File: src/fbm_pkg.sv
`default_nettype none
package fbm_pkg;
   // ------------------------------------------------------------
   // Sizes
   // ------------------------------------------------------------
   localparam int NUM_WORDS = 10;
   localparam int MAP_SLOTS = 20;
   localparam logic [3:0] LAST_SLOT = 4'h9;
   localparam logic [4:0] IN_MAP_OFS = 5'h0a;
   localparam logic [15:0] UNUSED_ADDR = 16'h0000;

   // ------------------------------------------------------------
   // Configuration codes
   // ------------------------------------------------------------
   localparam logic [7:0] PROTO_FLEX = 8'h02;
   localparam logic [7:0] RT_READ = 8'h01;
   localparam logic [7:0] DO_INVERTER = 8'h01;
   localparam logic [7:0] PA_READ_VALUE = 8'h10;
   localparam logic [7:0] RSP_OK = 8'h01;
   localparam logic [7:0] RSP_FAIL = 8'h81;
   localparam logic [7:0] CHAN_SLOT = 8'h00;
   localparam logic [7:0] CHAN_INDEX = 8'h2f;
   localparam logic [15:0] OUT_MAP_PNU = 16'h0393;
   localparam logic [15:0] IN_MAP_PNU = 16'h0394;
   localparam logic [15:0] HDR_WORDS = 16'h0002;
   localparam logic [15:0] WORDS_PER_ADDR = 16'h0003;

   // ------------------------------------------------------------
   // Parameter number ranges
   // ------------------------------------------------------------
   localparam logic [15:0] BOARD_LO = 16'h037a;
   localparam logic [15:0] BOARD_HI = 16'h03e7;
   localparam logic [15:0] ELEM_MAX = 16'h03e7;
   localparam int NUM_GROUPS = 8;

   typedef enum logic [3:0] {
      GRP_NONE = 4'h0,
      GRP_BOARD = 4'h1,
      GRP_A = 4'h2,
      GRP_B = 4'h3,
      GRP_C = 4'h4,
      GRP_D = 4'h5,
      GRP_F = 4'h6,
      GRP_H = 4'h7,
      GRP_P = 4'h8,
      GRP_U = 4'h9
   } fbm_group_type;

   localparam logic [NUM_GROUPS-1:0][15:0] GROUP_BASE = {
      16'h5208, 16'h3e80, 16'h1f40, 16'h1770,
      16'h0fa0, 16'h0bb8, 16'h07d0, 16'h03e8};
   localparam logic [NUM_GROUPS-1:0][3:0] GROUP_CODE = {
      4'h9, 4'h8, 4'h7, 4'h6, 4'h5, 4'h4, 4'h3, 4'h2};

   // ------------------------------------------------------------
   // APB map
   // ------------------------------------------------------------
   localparam int APB_AW = 12;
   localparam logic [11:0] CTRL_OFS = 12'h000;
   localparam logic [11:0] STATUS_OFS = 12'h004;
   localparam logic [11:0] MAP_BASE = 12'h040;
   localparam logic [11:0] MAP_END = 12'h08c;
   localparam int PERM_BIT = 8;
   localparam int BUSY_BIT = 0;
   localparam int BLOCKED_BIT = 1;
   localparam int RUN_BIT = 2;
   localparam logic [7:0] PROTO_RESET = 8'h00;

   // ------------------------------------------------------------
   // Carriers
   // ------------------------------------------------------------
   typedef logic [NUM_WORDS-1:0][15:0] fbm_words_type;
   typedef logic [MAP_SLOTS-1:0][15:0] fbm_map_type;

   typedef struct packed {
      logic write;
      logic [15:0] addr;
      logic [15:0] wdata;
   } fbm_mb_req_type;

   typedef struct packed {
      logic error;
      fbm_group_type group;
      logic [15:0] pnu;
      logic [9:0] element;
      logic [7:0] count;
      logic [15:0] index;
      logic [15:0] value;
   } fbm_pa_type;

   typedef struct packed {
      logic [7:0] rtype;
      logic [7:0] ref_id;
      logic [7:0] count;
   } fbm_rsp_type;
endpackage
`default_nettype wire

File: src/fbm_map_mem.sv
`timescale 1ns/10ps
`default_nettype none
// Map slot storage; every read word comes out of a register
module fbm_map_mem #(
   parameter int SLOTS = fbm_pkg::MAP_SLOTS
) (
   input wire logic mclk,
   input wire logic reset,
   input wire logic wr_en,
   input wire logic [4:0] wr_idx,
   input wire logic [15:0] wr_data,
   output logic [SLOTS-1:0][15:0] map_q
);
   import fbm_pkg::*;
   logic [SLOTS-1:0][15:0] map_d;

   // Next contents
   always_comb begin
      map_d = map_q;
      if (wr_en) begin
         map_d[wr_idx] = wr_data;
      end
   end

   // Storage, all slots unused after reset
   always_ff @(posedge mclk) begin
      if (reset) begin
         map_q <= '0;
      end else begin
         map_q <= map_d;
      end
   end
endmodule
`default_nettype wire

File: src/fbm_pnu_decode.sv
`timescale 1ns/10ps
`default_nettype none
// Parameter number to group and element
module fbm_pnu_decode (
   input wire logic [15:0] pnu,
   output fbm_pkg::fbm_group_type group,
   output logic [9:0] element
);
   import fbm_pkg::*;
   logic [15:0] diff;

   // Range lookup over the group base table
   always_comb begin
      group = GRP_NONE;
      element = '0;
      diff = '0;
      if (pnu >= BOARD_LO && pnu <= BOARD_HI) begin
         group = GRP_BOARD;
         element = pnu[9:0];
      end
      for (int i = 0; i < NUM_GROUPS; i++) begin
         diff = pnu - GROUP_BASE[i];
         if (pnu > GROUP_BASE[i] && diff <= ELEM_MAX) begin
            group = fbm_group_type'(GROUP_CODE[i]);
            element = diff[9:0];
         end
      end
   end
endmodule
`default_nettype wire

File: src/fbm_mapper.sv
// Implementation choices: the placing of the registers and the APB interface to the registers.
`timescale 1ns/10ps
`default_nettype none
// Operation
// - Cyclic mapping only when protocol select is 2
// - Always ten output and ten input words
// - Output word k written to slot k address
// - Input word k read from slot 10+k address
// - Zero slot address takes no transfer
// - Run edit permission lifts running write block
// - Output map readable as parameter 915.1-10
// - Input map readable as parameter 916.1-10
// - Channel only slot 0 index 47, class 2
// - Request type 01h means read
// - Drive object must be 01h
// - Attribute 10h reads; count 0 single
// - Start index 0 single, else array element
// - Decode reserved, board, groups A b C d
// - Decode groups F H P U
// - Length field counts frame words
// - Request follows class 2 messaging headers
// - Answer 01h success, 81h any failure
module fbm_mapper (
   input wire logic mclk,
   input wire logic reset,
   input wire logic psel,
   input wire logic penable,
   input wire logic pwrite,
   input wire logic [fbm_pkg::APB_AW-1:0] paddr,
   input wire logic [31:0] pwdata,
   output logic [31:0] prdata,
   output logic pready,
   output logic pslverr,
   input wire logic cyc_out_strobe,
   input wire fbm_pkg::fbm_words_type cyc_out_words,
   output fbm_pkg::fbm_words_type cyc_in_words,
   output logic cyc_in_update,
   output fbm_pkg::fbm_mb_req_type mb_req,
   output logic mb_req_valid,
   input wire logic mb_ack,
   input wire logic [15:0] mb_rdata,
   input wire logic inverter_running,
   input wire logic preq_valid,
   input wire logic preq_first,
   input wire logic preq_last,
   input wire logic [15:0] preq_word,
   input wire logic [15:0] preq_len,
   input wire logic [7:0] preq_slot,
   input wire logic [7:0] preq_index,
   input wire logic preq_class2,
   output fbm_pkg::fbm_pa_type pa_result,
   output logic pa_valid,
   output fbm_pkg::fbm_rsp_type rsp,
   output logic rsp_valid
);
   import fbm_pkg::*;

   // ------------------------------------------------------------
   // APB register slave
   // ------------------------------------------------------------
   typedef enum logic [1:0] {
      SEQ_IDLE = 2'b00,
      SEQ_WRITE = 2'b01,
      SEQ_READ = 2'b10,
      SEQ_DONE = 2'b11
   } fbm_seq_type;

   fbm_seq_type seq_q, seq_d;
   logic [7:0] proto_q, proto_d;
   logic perm_q, perm_d;
   logic blocked_q, blocked_d;
   logic [31:0] prdata_d;
   logic pready_d, pslverr_d;
   logic map_wr, map_hit, setup, access;
   logic [4:0] map_idx;
   logic [11:0] map_ofs;
   fbm_map_type map_q;
   logic blk_set;

   assign setup = psel && !penable;
   assign access = psel && penable && pready;
   assign map_ofs = paddr - MAP_BASE;
   assign map_hit = paddr >= MAP_BASE && paddr <= MAP_END
                    && paddr[1:0] == 2'b00;
   assign map_idx = map_ofs[6:2];
   assign map_wr = access && pwrite && map_hit && !pslverr;

   // Decode in setup, answer in the single access cycle
   always_comb begin
      proto_d = proto_q;
      perm_d = perm_q;
      blocked_d = blocked_q | blk_set;
      prdata_d = prdata;
      pready_d = 1'b0;
      pslverr_d = pslverr;
      if (setup) begin
         pready_d = 1'b1;
         pslverr_d = 1'b0;
         prdata_d = '0;
         if (paddr == CTRL_OFS) begin
            prdata_d = {23'h0, perm_q, proto_q};
         end else if (paddr == STATUS_OFS) begin
            prdata_d[BUSY_BIT] = seq_q != SEQ_IDLE;
            prdata_d[BLOCKED_BIT] = blocked_q;
            prdata_d[RUN_BIT] = inverter_running;
         end else if (map_hit) begin
            prdata_d = {16'h0, map_q[map_idx]};
         end else begin
            pslverr_d = 1'b1;
         end
      end
      if (access && pwrite && !pslverr) begin
         if (paddr == CTRL_OFS) begin
            proto_d = pwdata[7:0];
            perm_d = pwdata[PERM_BIT];
         end else if (paddr == STATUS_OFS
                      && pwdata[BLOCKED_BIT] && !blk_set) begin
            blocked_d = 1'b0;
         end
      end
   end

   // Bus registers
   always_ff @(posedge mclk) begin
      if (reset) begin
         proto_q <= PROTO_RESET;
         perm_q <= 1'b0;
         blocked_q <= 1'b0;
         prdata <= '0;
         pready <= 1'b0;
         pslverr <= 1'b0;
      end else begin
         proto_q <= proto_d;
         perm_q <= perm_d;
         blocked_q <= blocked_d;
         prdata <= prdata_d;
         pready <= pready_d;
         pslverr <= pslverr_d;
      end
   end

   fbm_map_mem #(.SLOTS(MAP_SLOTS)) u_map (
      .mclk(mclk),
      .reset(reset),
      .wr_en(map_wr),
      .wr_idx(map_idx),
      .wr_data(pwdata[15:0]),
      .map_q(map_q)
   );

   // ------------------------------------------------------------
   // Cyclic exchange sequencer
   // ------------------------------------------------------------
   logic [3:0] slot_q, slot_d;
   fbm_words_type obuf_q, obuf_d, ibuf_q, ibuf_d, cin_d;
   logic skipw_q, skipw_d, upd_d, rv_d;
   fbm_mb_req_type req_d;
   logic [15:0] cur_addr;

   assign cur_addr = (seq_q == SEQ_READ) ? map_q[slot_q + IN_MAP_OFS]
                                         : map_q[slot_q];
   assign blk_set = seq_q == SEQ_IDLE && cyc_out_strobe
                    && proto_q == PROTO_FLEX && inverter_running
                    && !perm_q;

   // Walk ten write slots then ten read slots
   always_comb begin
      seq_d = seq_q;
      slot_d = slot_q;
      obuf_d = obuf_q;
      ibuf_d = ibuf_q;
      cin_d = cyc_in_words;
      skipw_d = skipw_q;
      upd_d = 1'b0;
      rv_d = mb_req_valid;
      req_d = mb_req;
      unique case (seq_q)
         SEQ_IDLE: begin
            if (cyc_out_strobe && proto_q == PROTO_FLEX) begin
               obuf_d = cyc_out_words;
               slot_d = '0;
               skipw_d = inverter_running && !perm_q;
               seq_d = SEQ_WRITE;
            end
         end
         SEQ_WRITE: begin
            if (cur_addr == UNUSED_ADDR || skipw_q) begin
               slot_d = slot_q + 4'h1;
            end else if (!mb_req_valid) begin
               rv_d = 1'b1;
               req_d = '{write: 1'b1, addr: cur_addr,
                         wdata: obuf_q[slot_q]};
            end else if (mb_ack) begin
               rv_d = 1'b0;
               slot_d = slot_q + 4'h1;
            end
            if (slot_d != slot_q && slot_q == LAST_SLOT) begin
               slot_d = '0;
               seq_d = SEQ_READ;
            end
         end
         SEQ_READ: begin
            if (cur_addr == UNUSED_ADDR) begin
               ibuf_d[slot_q] = '0;
               slot_d = slot_q + 4'h1;
            end else if (!mb_req_valid) begin
               rv_d = 1'b1;
               req_d = '{write: 1'b0, addr: cur_addr, wdata: 16'h0};
            end else if (mb_ack) begin
               rv_d = 1'b0;
               ibuf_d[slot_q] = mb_rdata;
               slot_d = slot_q + 4'h1;
            end
            if (slot_d != slot_q && slot_q == LAST_SLOT) begin
               slot_d = '0;
               seq_d = SEQ_DONE;
            end
         end
         SEQ_DONE: begin
            cin_d = ibuf_q;
            upd_d = 1'b1;
            seq_d = SEQ_IDLE;
         end
      endcase
   end

   // Sequencer registers
   always_ff @(posedge mclk) begin
      if (reset) begin
         seq_q <= SEQ_IDLE;
         slot_q <= '0;
         obuf_q <= '0;
         ibuf_q <= '0;
         skipw_q <= 1'b0;
         cyc_in_words <= '0;
         cyc_in_update <= 1'b0;
         mb_req_valid <= 1'b0;
         mb_req <= '0;
      end else begin
         seq_q <= seq_d;
         slot_q <= slot_d;
         obuf_q <= obuf_d;
         ibuf_q <= ibuf_d;
         skipw_q <= skipw_d;
         cyc_in_words <= cin_d;
         cyc_in_update <= upd_d;
         mb_req_valid <= rv_d;
         mb_req <= req_d;
      end
   end

   // ------------------------------------------------------------
   // Parameter read request decoder
   // ------------------------------------------------------------
   typedef enum logic [2:0] {
      P_IDLE = 3'b000,
      P_HDR1 = 3'b001,
      P_ATTR = 3'b010,
      P_PNU = 3'b011,
      P_IND = 3'b100
   } fbm_pst_type;

   fbm_pst_type pst_q, pst_d;
   logic [15:0] wcnt_q, wcnt_d, len_q, len_d;
   logic [7:0] ref_q, ref_d, nadr_q, nadr_d, nseen_q, nseen_d;
   logic [7:0] attr_q, attr_d, cnt_q, cnt_d;
   logic [15:0] pnu_q, pnu_d;
   logic ferr_q, ferr_d, chan_ok, take, pav_d, rv2_d, aerr;
   fbm_pa_type pa_d;
   fbm_rsp_type rsp_d;
   fbm_group_type grp;
   logic [9:0] elem;
   logic [16:0] last_el;
   logic [4:0] arr_idx;

   fbm_pnu_decode u_dec (
      .pnu(pnu_q),
      .group(grp),
      .element(elem)
   );

   assign chan_ok = preq_class2 && preq_slot == CHAN_SLOT
                    && preq_index == CHAN_INDEX;
   assign take = preq_valid && (preq_first ? chan_ok : pst_q != P_IDLE);
   assign last_el = {1'b0, preq_word}
                    + {9'h0, (cnt_q == 8'h0) ? 8'h1 : cnt_q} - 17'h1;
   assign arr_idx = preq_word[4:0] - 5'h1
                    + ((pnu_q == IN_MAP_PNU) ? IN_MAP_OFS : 5'h0);

   // One word per accepted beat, results per address triple
   always_comb begin
      pst_d = pst_q;
      wcnt_d = wcnt_q;
      len_d = len_q;
      ref_d = ref_q;
      nadr_d = nadr_q;
      nseen_d = nseen_q;
      attr_d = attr_q;
      cnt_d = cnt_q;
      pnu_d = pnu_q;
      ferr_d = ferr_q;
      pav_d = 1'b0;
      rv2_d = 1'b0;
      pa_d = pa_result;
      rsp_d = rsp;
      aerr = 1'b0;
      if (take) begin
         wcnt_d = wcnt_q + 16'h1;
         if (preq_first) begin
            wcnt_d = 16'h1;
            len_d = preq_len;
            ref_d = preq_word[15:8];
            nseen_d = '0;
            ferr_d = preq_word[7:0] != RT_READ;
            pst_d = P_HDR1;
         end else begin
            unique case (pst_q)
               P_IDLE: begin
                  pst_d = P_IDLE;
               end
               P_HDR1: begin
                  ferr_d = ferr_q || preq_word[15:8] != DO_INVERTER
                           || preq_word[7:0] == 8'h0;
                  nadr_d = preq_word[7:0];
                  pst_d = P_ATTR;
               end
               P_ATTR: begin
                  attr_d = preq_word[15:8];
                  cnt_d = preq_word[7:0];
                  pst_d = P_PNU;
               end
               P_PNU: begin
                  pnu_d = preq_word;
                  pst_d = P_IND;
               end
               P_IND: begin
                  aerr = attr_q != PA_READ_VALUE;
                  aerr = aerr || grp == GRP_NONE;
                  pa_d = '{error: 1'b0, group: grp, pnu: pnu_q,
                           element: elem, count: cnt_q,
                           index: preq_word, value: 16'h0};
                  if (pnu_q == OUT_MAP_PNU || pnu_q == IN_MAP_PNU) begin
                     aerr = aerr || preq_word == 16'h0
                            || last_el > 17'(NUM_WORDS);
                     if (!aerr) begin
                        pa_d.value = map_q[arr_idx];
                     end
                  end
                  pa_d.error = aerr;
                  ferr_d = ferr_q || aerr;
                  nseen_d = nseen_q + 8'h1;
                  pav_d = 1'b1;
                  pst_d = P_ATTR;
               end
               default: begin
                  pst_d = P_IDLE;
               end
            endcase
         end
         if (preq_last) begin
            rv2_d = 1'b1;
            rsp_d.rtype = (ferr_d || wcnt_d != len_d
                           || pst_d != P_ATTR || nseen_d != nadr_d)
                          ? RSP_FAIL : RSP_OK;
            rsp_d.ref_id = ref_d;
            rsp_d.count = nseen_d;
            pst_d = P_IDLE;
         end
      end
   end

   // Decoder registers
   always_ff @(posedge mclk) begin
      if (reset) begin
         pst_q <= P_IDLE;
         wcnt_q <= '0;
         len_q <= '0;
         ref_q <= '0;
         nadr_q <= '0;
         nseen_q <= '0;
         attr_q <= '0;
         cnt_q <= '0;
         pnu_q <= '0;
         ferr_q <= 1'b0;
         pa_valid <= 1'b0;
         pa_result <= '0;
         rsp_valid <= 1'b0;
         rsp <= '0;
      end else begin
         pst_q <= pst_d;
         wcnt_q <= wcnt_d;
         len_q <= len_d;
         ref_q <= ref_d;
         nadr_q <= nadr_d;
         nseen_q <= nseen_d;
         attr_q <= attr_d;
         cnt_q <= cnt_d;
         pnu_q <= pnu_d;
         ferr_q <= ferr_d;
         pa_valid <= pav_d;
         pa_result <= pa_d;
         rsp_valid <= rv2_d;
         rsp <= rsp_d;
      end
   end
endmodule
`default_nettype wire

File: config.mk
export PLATFORM = sky130hd
export DESIGN_NAME = fbm_mapper
export DESIGN_NICKNAME = d
export VERILOG_FILES = /design/src/fbm_pkg.sv /design/src/fbm_map_mem.sv /design/src/fbm_pnu_decode.sv /design/src/fbm_mapper.sv
export SDC_FILE = /design/constraint.sdc
export NUM_CORES = 2
export LEC_CHECK = 0
export BUFFER_PORTS_ARGS = -buffer_cell sky130_fd_sc_hd__buf_2
export CAP_MARGIN = 20
export CORE_ASPECT_RATIO = 0.5
export CORE_MARGIN = 2
export CORE_UTILIZATION = 48
export CTS_CLUSTER_DIAMETER = 100
export DETAILED_ROUTE_END_ITERATION = 8
export GPL_TIMING_DRIVEN = 1
export PLACE_DENSITY = 0.67
export SYNTH_ARGS = -nofsm -noshare
export SYNTH_HDL_FRONTEND = slang
export SYNTH_HIERARCHICAL = 1
export SYNTH_SLANG_ARGS = --single-unit
File: constraint.sdc
create_clock -name mclk -period 7.9 [get_ports mclk]
set_clock_uncertainty 0.05 [all_clocks]
set_input_delay 0.395 -clock mclk [delete_from_list [all_inputs] [get_ports mclk]]
set_output_delay 0.395 -clock mclk [all_outputs]
set_load 0.02 [all_outputs]
; ---- Word-level counts from Yosys, hierarchy flattened
; Index checks and enable logic that the tools add are counted.
; Widths: inputs -> output; s select.
[op_classes]
addsub = 17
n_lt_le_gt_ge = 28
n_eq_ne = 28
n_mux = 104
n_bitwise = 5
n_reduce_logical = 77
[ops]
columns = cell, n
row1 = $mux 160, 3
row2 = $bwmux 320, 1
row3 = $bmux 16 s5, 3
row4 = $mux 16, 15
row5 = $and 160x160->160, 1
row6 = $bwmux 160, 1
row7 = $not 160->160, 1
row8 = $le 16x10->1 const B, 9
row9 = $mux 33, 4
row10 = $bmux 16 s4, 2
row11 = $mux 10, 9
row12 = $demux 16 s5, 1
row13 = $mux 8, 9
row14 = $pmux 33 s2, 1
row15 = $demux 16 s4, 1
row16 = $mux 4, 12
row17 = $logic_and 1x1->1, 33
row18 = $eq 16x10->1 const B, 2
row19 = $gt 16x12->1 const B, 2
row20 = $gt 16x13->1 const B, 2
row21 = $logic_not 16->1, 2
row22 = $mux 32, 1
row23 = $sub 16x12->16 const B, 2
row24 = $sub 16x13->16 const B, 2
row25 = other kinds (66), 140
[word_totals]
register_bits = 1075
in_bits = 280
elab_cells = 345

; ---- Logic depth before layout (Yosys ltp)
[depth]
ltp_word = 27
ltp_mapped = 23
ltp_nobuf = 19

; ---- Cells and area by module
; The synthesis kept the hierarchy.
[by_module_without_submodules]
columns = module, instances, cells_each, area_each_um2
row1 = fbm_mapper, 1, 4226, 40406.3
row2 = fbm_map_mem, 1, 1103, 12401.9
row3 = fbm_pnu_decode, 1, 420, 2940.3

; ---- Worst setup path before layout
; No wires, ideal clock.
[synth_timing]
path_kind = reg2reg
startpoint = reg pnu_q[5]
endpoint = reg pa_result[10] (netlist bit)
setup_ns = 0.074
arrival_ns = 4.981
t_required_ns = 7.776
slack_ns = 2.795
path_stages_with_launch = 22
period_less_slack_ns = 5.105
cell_sequence = dfxtp_1 -> clkbuf_1 -> inv_1 -> ha_1 -> buf_2 -> nand2b_1 -> or4_1 -> a22oi_1 -> and4_4 -> clkbuf_1 -> nor2_1 -> nand2_1 -> o41ai_1 -> nor4_1 -> o2111ai_1 -> nor4_1 -> nand4_1 -> or4_1 -> nor4bb_1 -> nand3_1 -> clkbuf_1 -> o21ai_0
[synth_via]
elab_cells_between_ends = 57
[synth_lines]
columns = element, line
row1 = start: declaration, fbm_mapper.sv:267  ; logic [15:0] pnu_q, pnu_d;
row2 = start signal: assignment, fbm_mapper.sv:398  ; pnu_q <= pnu_d;
row3 = $sub 16x12->16, fbm_pnu_decode.sv:22  ; diff = pnu - GROUP_BASE[i];
row4 = $le 16x10->1, fbm_pnu_decode.sv:23  ; if (pnu > GROUP_BASE[i] && diff <= ELEM_MAX) begin
row5 = $logic_and 1x1->1, fbm_pnu_decode.sv:23
row6 = $mux 3 (4 in series), fbm_pnu_decode.sv:23
row7 = $mux 4, fbm_pnu_decode.sv:23
row8 = $mux 4 *, fbm_pnu_decode.sv:23
row9 = named net grp[2], fbm_mapper.sv:271  ; fbm_group_type grp;
row10 = $logic_not 4->1 *, fbm_mapper.sv:338  ; aerr = aerr || grp == GRP_NONE;
row11 = $logic_or 1x1->1 *, fbm_mapper.sv:338
row12 = $logic_or 1x1->1 *, fbm_mapper.sv:343  ; aerr = aerr || preq_word == 16'h0
row13 = $logic_or 1x1->1 *, fbm_mapper.sv:344  ; || last_el > 17'(NUM_WORDS);
row14 = $mux 16 *, fbm_mapper.sv:345  ; if (!aerr) begin
row15 = $mux 16 *, fbm_mapper.sv:342  ; if (pnu_q == OUT_MAP_PNU || pnu_q == IN_MAP_PNU) begin
row16 = end signal: assignment, fbm_mapper.sv:401  ; pa_result <= pa_d;
row17 = end: declaration, fbm_mapper.sv:51  ; output fbm_pkg::fbm_pa_type pa_result,
; Mark *: on every way through the listed nets, which the timed path passes. The rest lies on a longest branch. The select of a mux whose other input is x is not followed.
; A chain may end at the register's enable or synchronous reset.

; ---- Final worst setup path
[layout_timing]
startpoint = reg pnu_q[4]
endpoint = reg pa_result[2] (netlist bit)
[layout_via]
elab_cells_between_ends = 57
[layout_lines]
columns = element, line
row1 = $sub 16x14->16, fbm_pnu_decode.sv:22
row2 = $le 16x10->1, fbm_pnu_decode.sv:23
row3 = $logic_and 1x1->1, fbm_pnu_decode.sv:23
row4 = $mux 4, fbm_pnu_decode.sv:23
row5 = $mux 4 *, fbm_pnu_decode.sv:23
row6 = named net grp[3], fbm_mapper.sv:271
row7 = $logic_not 4->1 *, fbm_mapper.sv:338
row8 = $logic_or 1x1->1 *, fbm_mapper.sv:338
row9 = $logic_or 1x1->1 *, fbm_mapper.sv:343
row10 = $logic_or 1x1->1 *, fbm_mapper.sv:344
row11 = $mux 16 *, fbm_mapper.sv:345
row12 = $mux 16 *, fbm_mapper.sv:342
; Marks and branches as above.

==> metrics.md <==
| Metric | Value |
|---|---|
| Pre-antenna DRT Iters | `6` |
| Global-route total usage across every layer | `0.3120` |
| Switching Fraction | `0.2478` |
| Top-level I/O count | `606` |
| Critical-path cell list | `inv_1 -> ha_1 -> a21bo_2 -> a21oi_1 -> o221ai_1 -> a2111oi_0 -> nand2_1 -> o21ai_0 -> o41ai_1 -> nor4_1 -> buf_4 -> o2111ai_1 -> nor4_1 -> nand4_1 -> or4_1 -> nor4bb_1 -> nand3_1 -> buf_4 -> o21ai_0` |
| Worst-Margin Slew | `1195 ps` |
| Worst EP required | `8510 ps` |
| Dpl ws | `1703 ps` |
| Max-cap violations | `0` |
| Remaining DRCs | `0` |
| Synth cell types | `115` |
| P_leak | `26.40 nW` |
| Initial core utilization | `0.4836` |
| Post-Syn Area | `55,750 um^2` |
| Number of placed cells counting well taps | `7,457` |
| Initial antenna violation count | `15` |
| Sequential share of power | `0.489` |
| CP endpoint kind | `flop` |
| Buf/Inv on CP | `3` |
| Multi-input logic area | `32,220 um^2` |
| Arr. time, crit path | `6920 ps` |
| Hold Buf Count CTS | `202` |
| Final setup fails | `0` |
| Max Slew Vio Count | `0` |
| RR Endpoint | `pa_result[2]` |
| Pin count of the biggest net entering global routing | `165` |
| FF-to-FF Start | `pnu_q[4]` |
| Critical path peak fanout | `17` |
| Wire length per cell | `24.60 um` |
| Vias in the first global route | `45.96k` |
| Post-Layout Cell Count | `7,851` |
| PwrDens | `169.5 nW/um^2` |
| R2r worst-path depth | `19` |
| Internal Pwr Total | `8.194 mW` |
| Worst hold-check path type | `input port to flop` |
| Final Util | `0.5576` |
| Core area | `115,300 um^2` |
| Final HPWL DP | `127.2 mm` |
| Final hold violation count | `0` |
| Clock power share | `0.443` |
| Clk Latency, worst-skew pair | `750 ps` |
| Die width | `486.0 um` |
| Post-synth EDFFs | `0` |
| RSZ-0062 raised after global routing | `no` |
| Antenna Nets Post-Route | `0` |
| Syn Inst Count | `5,749` |
| Top_reg_cell synth | `dfxtp_1` |
| Minimum clock period | `6308 ps` |
| R2r setup slk | `1590 ps` |
| Setup tns final | `0 ps` |
| Die ar. | `119,100 um^2` |
| # nets final | `6,574` |
| Kind of start point of the critical path | `flop` |
| CTS tree | `yes` |
| Area delta synth->final | `15.30%` |
| DR vias | `47.42k` |
| Register area | `21,090 um^2` |
| Gate power share | `0.069` |
| CP endpoint | `pa_result[2]` |
| Die H | `245.0 um` |
| Post-route setup slack | `1592 ps` |
| Share of layout cells above drive strength 1 | `0.1965` |
| Ys Warns | `6` |
| Root Driver | `clkbuf_16` |
| Setup Buffers After CTS | `0` |
| CP startpoint | `pnu_q[4]` |
| Levels on crit path | `19` |
| GR Overflow Total | `0` |
| Syn_area_per_cell | `9.697 um^2` |
| Clk sinks | `1,053` |
| Post-CTS Resized | `0` |
| Row cnt | `88` |
| CP max stage cell | `dfxtp_1` |
| Clock transition at path regs | `70 ps` |
| Seq cells post-synth | `1,053` |
| CTS max path bufs | `3` |
| Status | `finished clean` |
| Final Wtd Congestion | `0.9357` |
| Top delay family on crit path | `compound AO/OA/AOI/OAI gates` |
| Fill cells | `9,879` |
| F_max | `158.5 MHz` |
| Relative slew slack | `0.2026` |
| H-tree levels | `3` |
| Sw Pwr | `2.700 mW` |
| Fin crit share | `0.7984` |
| Port Buffer Count | `567` |
| Sequential share of the synthesized area | `0.3781` |
| Ys async rst share | `0` |
| Final hold slack | `59.08 ps` |
| Initial DRC count | `5,113` |
| First-pass GRT wire length | `285.3 mm` |
| Inserted Clock Buffers | `94` |
| Final WL | `193.1 mm` |
| Worst vdd ir | `140.1 uV` |
| WS Path Type | `flop to flop` |
| Critical Path Max Stage Delay | `820 ps` |
| Routed vias/inst | `6.040` |
-- per-layer routing --
layer,vias up,part of all wire,GRT usage
li1,21290,-,-
met1,23180,0.40,0.3963
met2,2333,0.45,0.4927
met3,617,0.086,0.07160
met4,2,0.063,0.1732
met5,-,0.000052,0
-- metrics by stage --
step,power [mW],cell area [um^2]
after floorplan,5.858,55830
after global placement,6.074,59040
after detailed placement,6.084,59050
after CTS,10.91,64240
after global routing,11.21,64270
final,10.89,64280
-- synth_stat cells (all sizes together) (32+ instances only) --
cell / count / share of area
a21oi: 416 / 0.037
buf: 182 / 0.021
clkbuf: 307 / 0.021
dfxtp: 1053 / 0.38
ha: 67 / 0.015
inv: 82 / 0.0055
mux2: 64 / 0.013
mux2i: 840 / 0.15
mux4: 282 / 0.11
nand2: 714 / 0.049
nand2b: 520 / 0.058
nand3: 43 / 0.0063
nand4: 32 / 0.0037
nor2: 423 / 0.029
nor3: 50 / 0.0046
o21ai: 78 / 0.0070
o22ai: 34 / 0.0038
xnor2: 40 / 0.0063
-- cells by family (layout without fill, tap and decap cells) --
family / Yosys count / after routing / synth area share
other: 1 / 38 / 0.00006727
AO/OA/AOI/OAI: 820 / 820 / 0.09310
buffers and inverters: 572 / 1107 / 0.04706
AND/OR/NAND/NOR: 1977 / 1977 / 0.1770
XOR/XNOR: 71 / 71 / 0.01115
multiplexers: 1186 / 1186 / 0.2777
flip-flops: 1053 / 1053 / 0.3781
adder cells (fa/ha/maj): 69 / 69 / 0.01576
-- registers in the layout, summed over array words and instances, names as in the netlist, 3 cells and up --
| signal | cells |
|---|---|
| attr_q | 8 |
| cnt_q | 8 |
| cyc_in_words | 160 |
| ibuf_q | 160 |
| len_q | 16 |
| mb_req | 33 |
| nadr_q | 8 |
| nseen_q | 8 |
| obuf_q | 160 |
| pa_result | 71 |
| pnu_q | 16 |
| prdata | 16 |
| proto_q | 8 |
| pst_q | 3 |
| ref_q | 8 |
| rsp | 18 |
| slot_q | 4 |
| u_map/map_q | 320 |
| wcnt_q | 16 |
-- cells in the final DEF, fill, tap and decap left out, types with 26 or more instances in the layout --
| cell type | count |
|---|---|
| ha_1 | 65 |
| nand3_1 | 29 |
| mux2_2 | 61 |
| nor3_1 | 47 |
| nand2_1 | 697 |
| inv_1 | 80 |
| nor3b_1 | 26 |
| clkbuf_16 | 95 |
| o22ai_1 | 34 |
| mux4_2 | 282 |
| a22oi_1 | 29 |
| a21oi_1 | 415 |
| nand4_1 | 31 |
| buf_2 | 563 |
| dlygate4sd3_1 | 202 |
| dfxtp_1 | 1050 |
| xor2_1 | 30 |
| nor2_1 | 419 |
| mux2i_1 | 840 |
| nand2b_1 | 520 |
| xnor2_1 | 38 |
| o21ai_0 | 75 |
| buf_4 | 76 |
| nor2b_1 | 30 |
| a211oi_1 | 27 |
-- how the worst min path moves through the flow --
| stage | endpoint | cells past startpoint | slack (ps) | from |
|---|---|---|---|---|
| CTS | proto_q[7] | 3 | 20 | pwdata[7] |
| global placement | pa_result[9] | 2 | 380 | pa_result[9] |
| detailed placement | pa_result[10] | 2 | 390 | pa_result[10] |
| global route | skipw_q | 4 | 50 | inverter_running |
| floorplan | attr_q[7] | 2 | 380 | attr_q[7] |
| finish | skipw_q | 4 | 60 | inverter_running |
-- final cells by class --
class / count / area share
Inverter: 83 / 0.004847
Tap cell: 1530 / 0.02978
Timing Repair Buffer: 848 / 0.08600
Clock inverter: 41 / 0.007202
Clock buffer: 135 / 0.04212
Sequential cell: 1053 / 0.3281
Antenna cell: 16 / 0.0006229
Multi-Input combinational cell: 4145 / 0.5013
-- worst reg2reg max path, delay by kind of cell (launching register included) --
family / cells / cell delay [ps]
buf+inv: 3 / 710
flops: 1 / 820
compound gates: 8 / 2130
simple gates: 7 / 2020
fa+ha+maj: 1 / 500
-- power by group through the flow --
stage	clock network, mW	logic [mW]	registers [mW]
after CTS	4.86	0.728	5.32
after global placement	0	0.630	5.44
after floorplan	0	0.410	5.45
after detailed placement	0	0.639	5.44
final	4.82	0.747	5.32
after global routing	5.11	0.781	5.32
No activity file was read; power rests on OpenSTA's default activity.
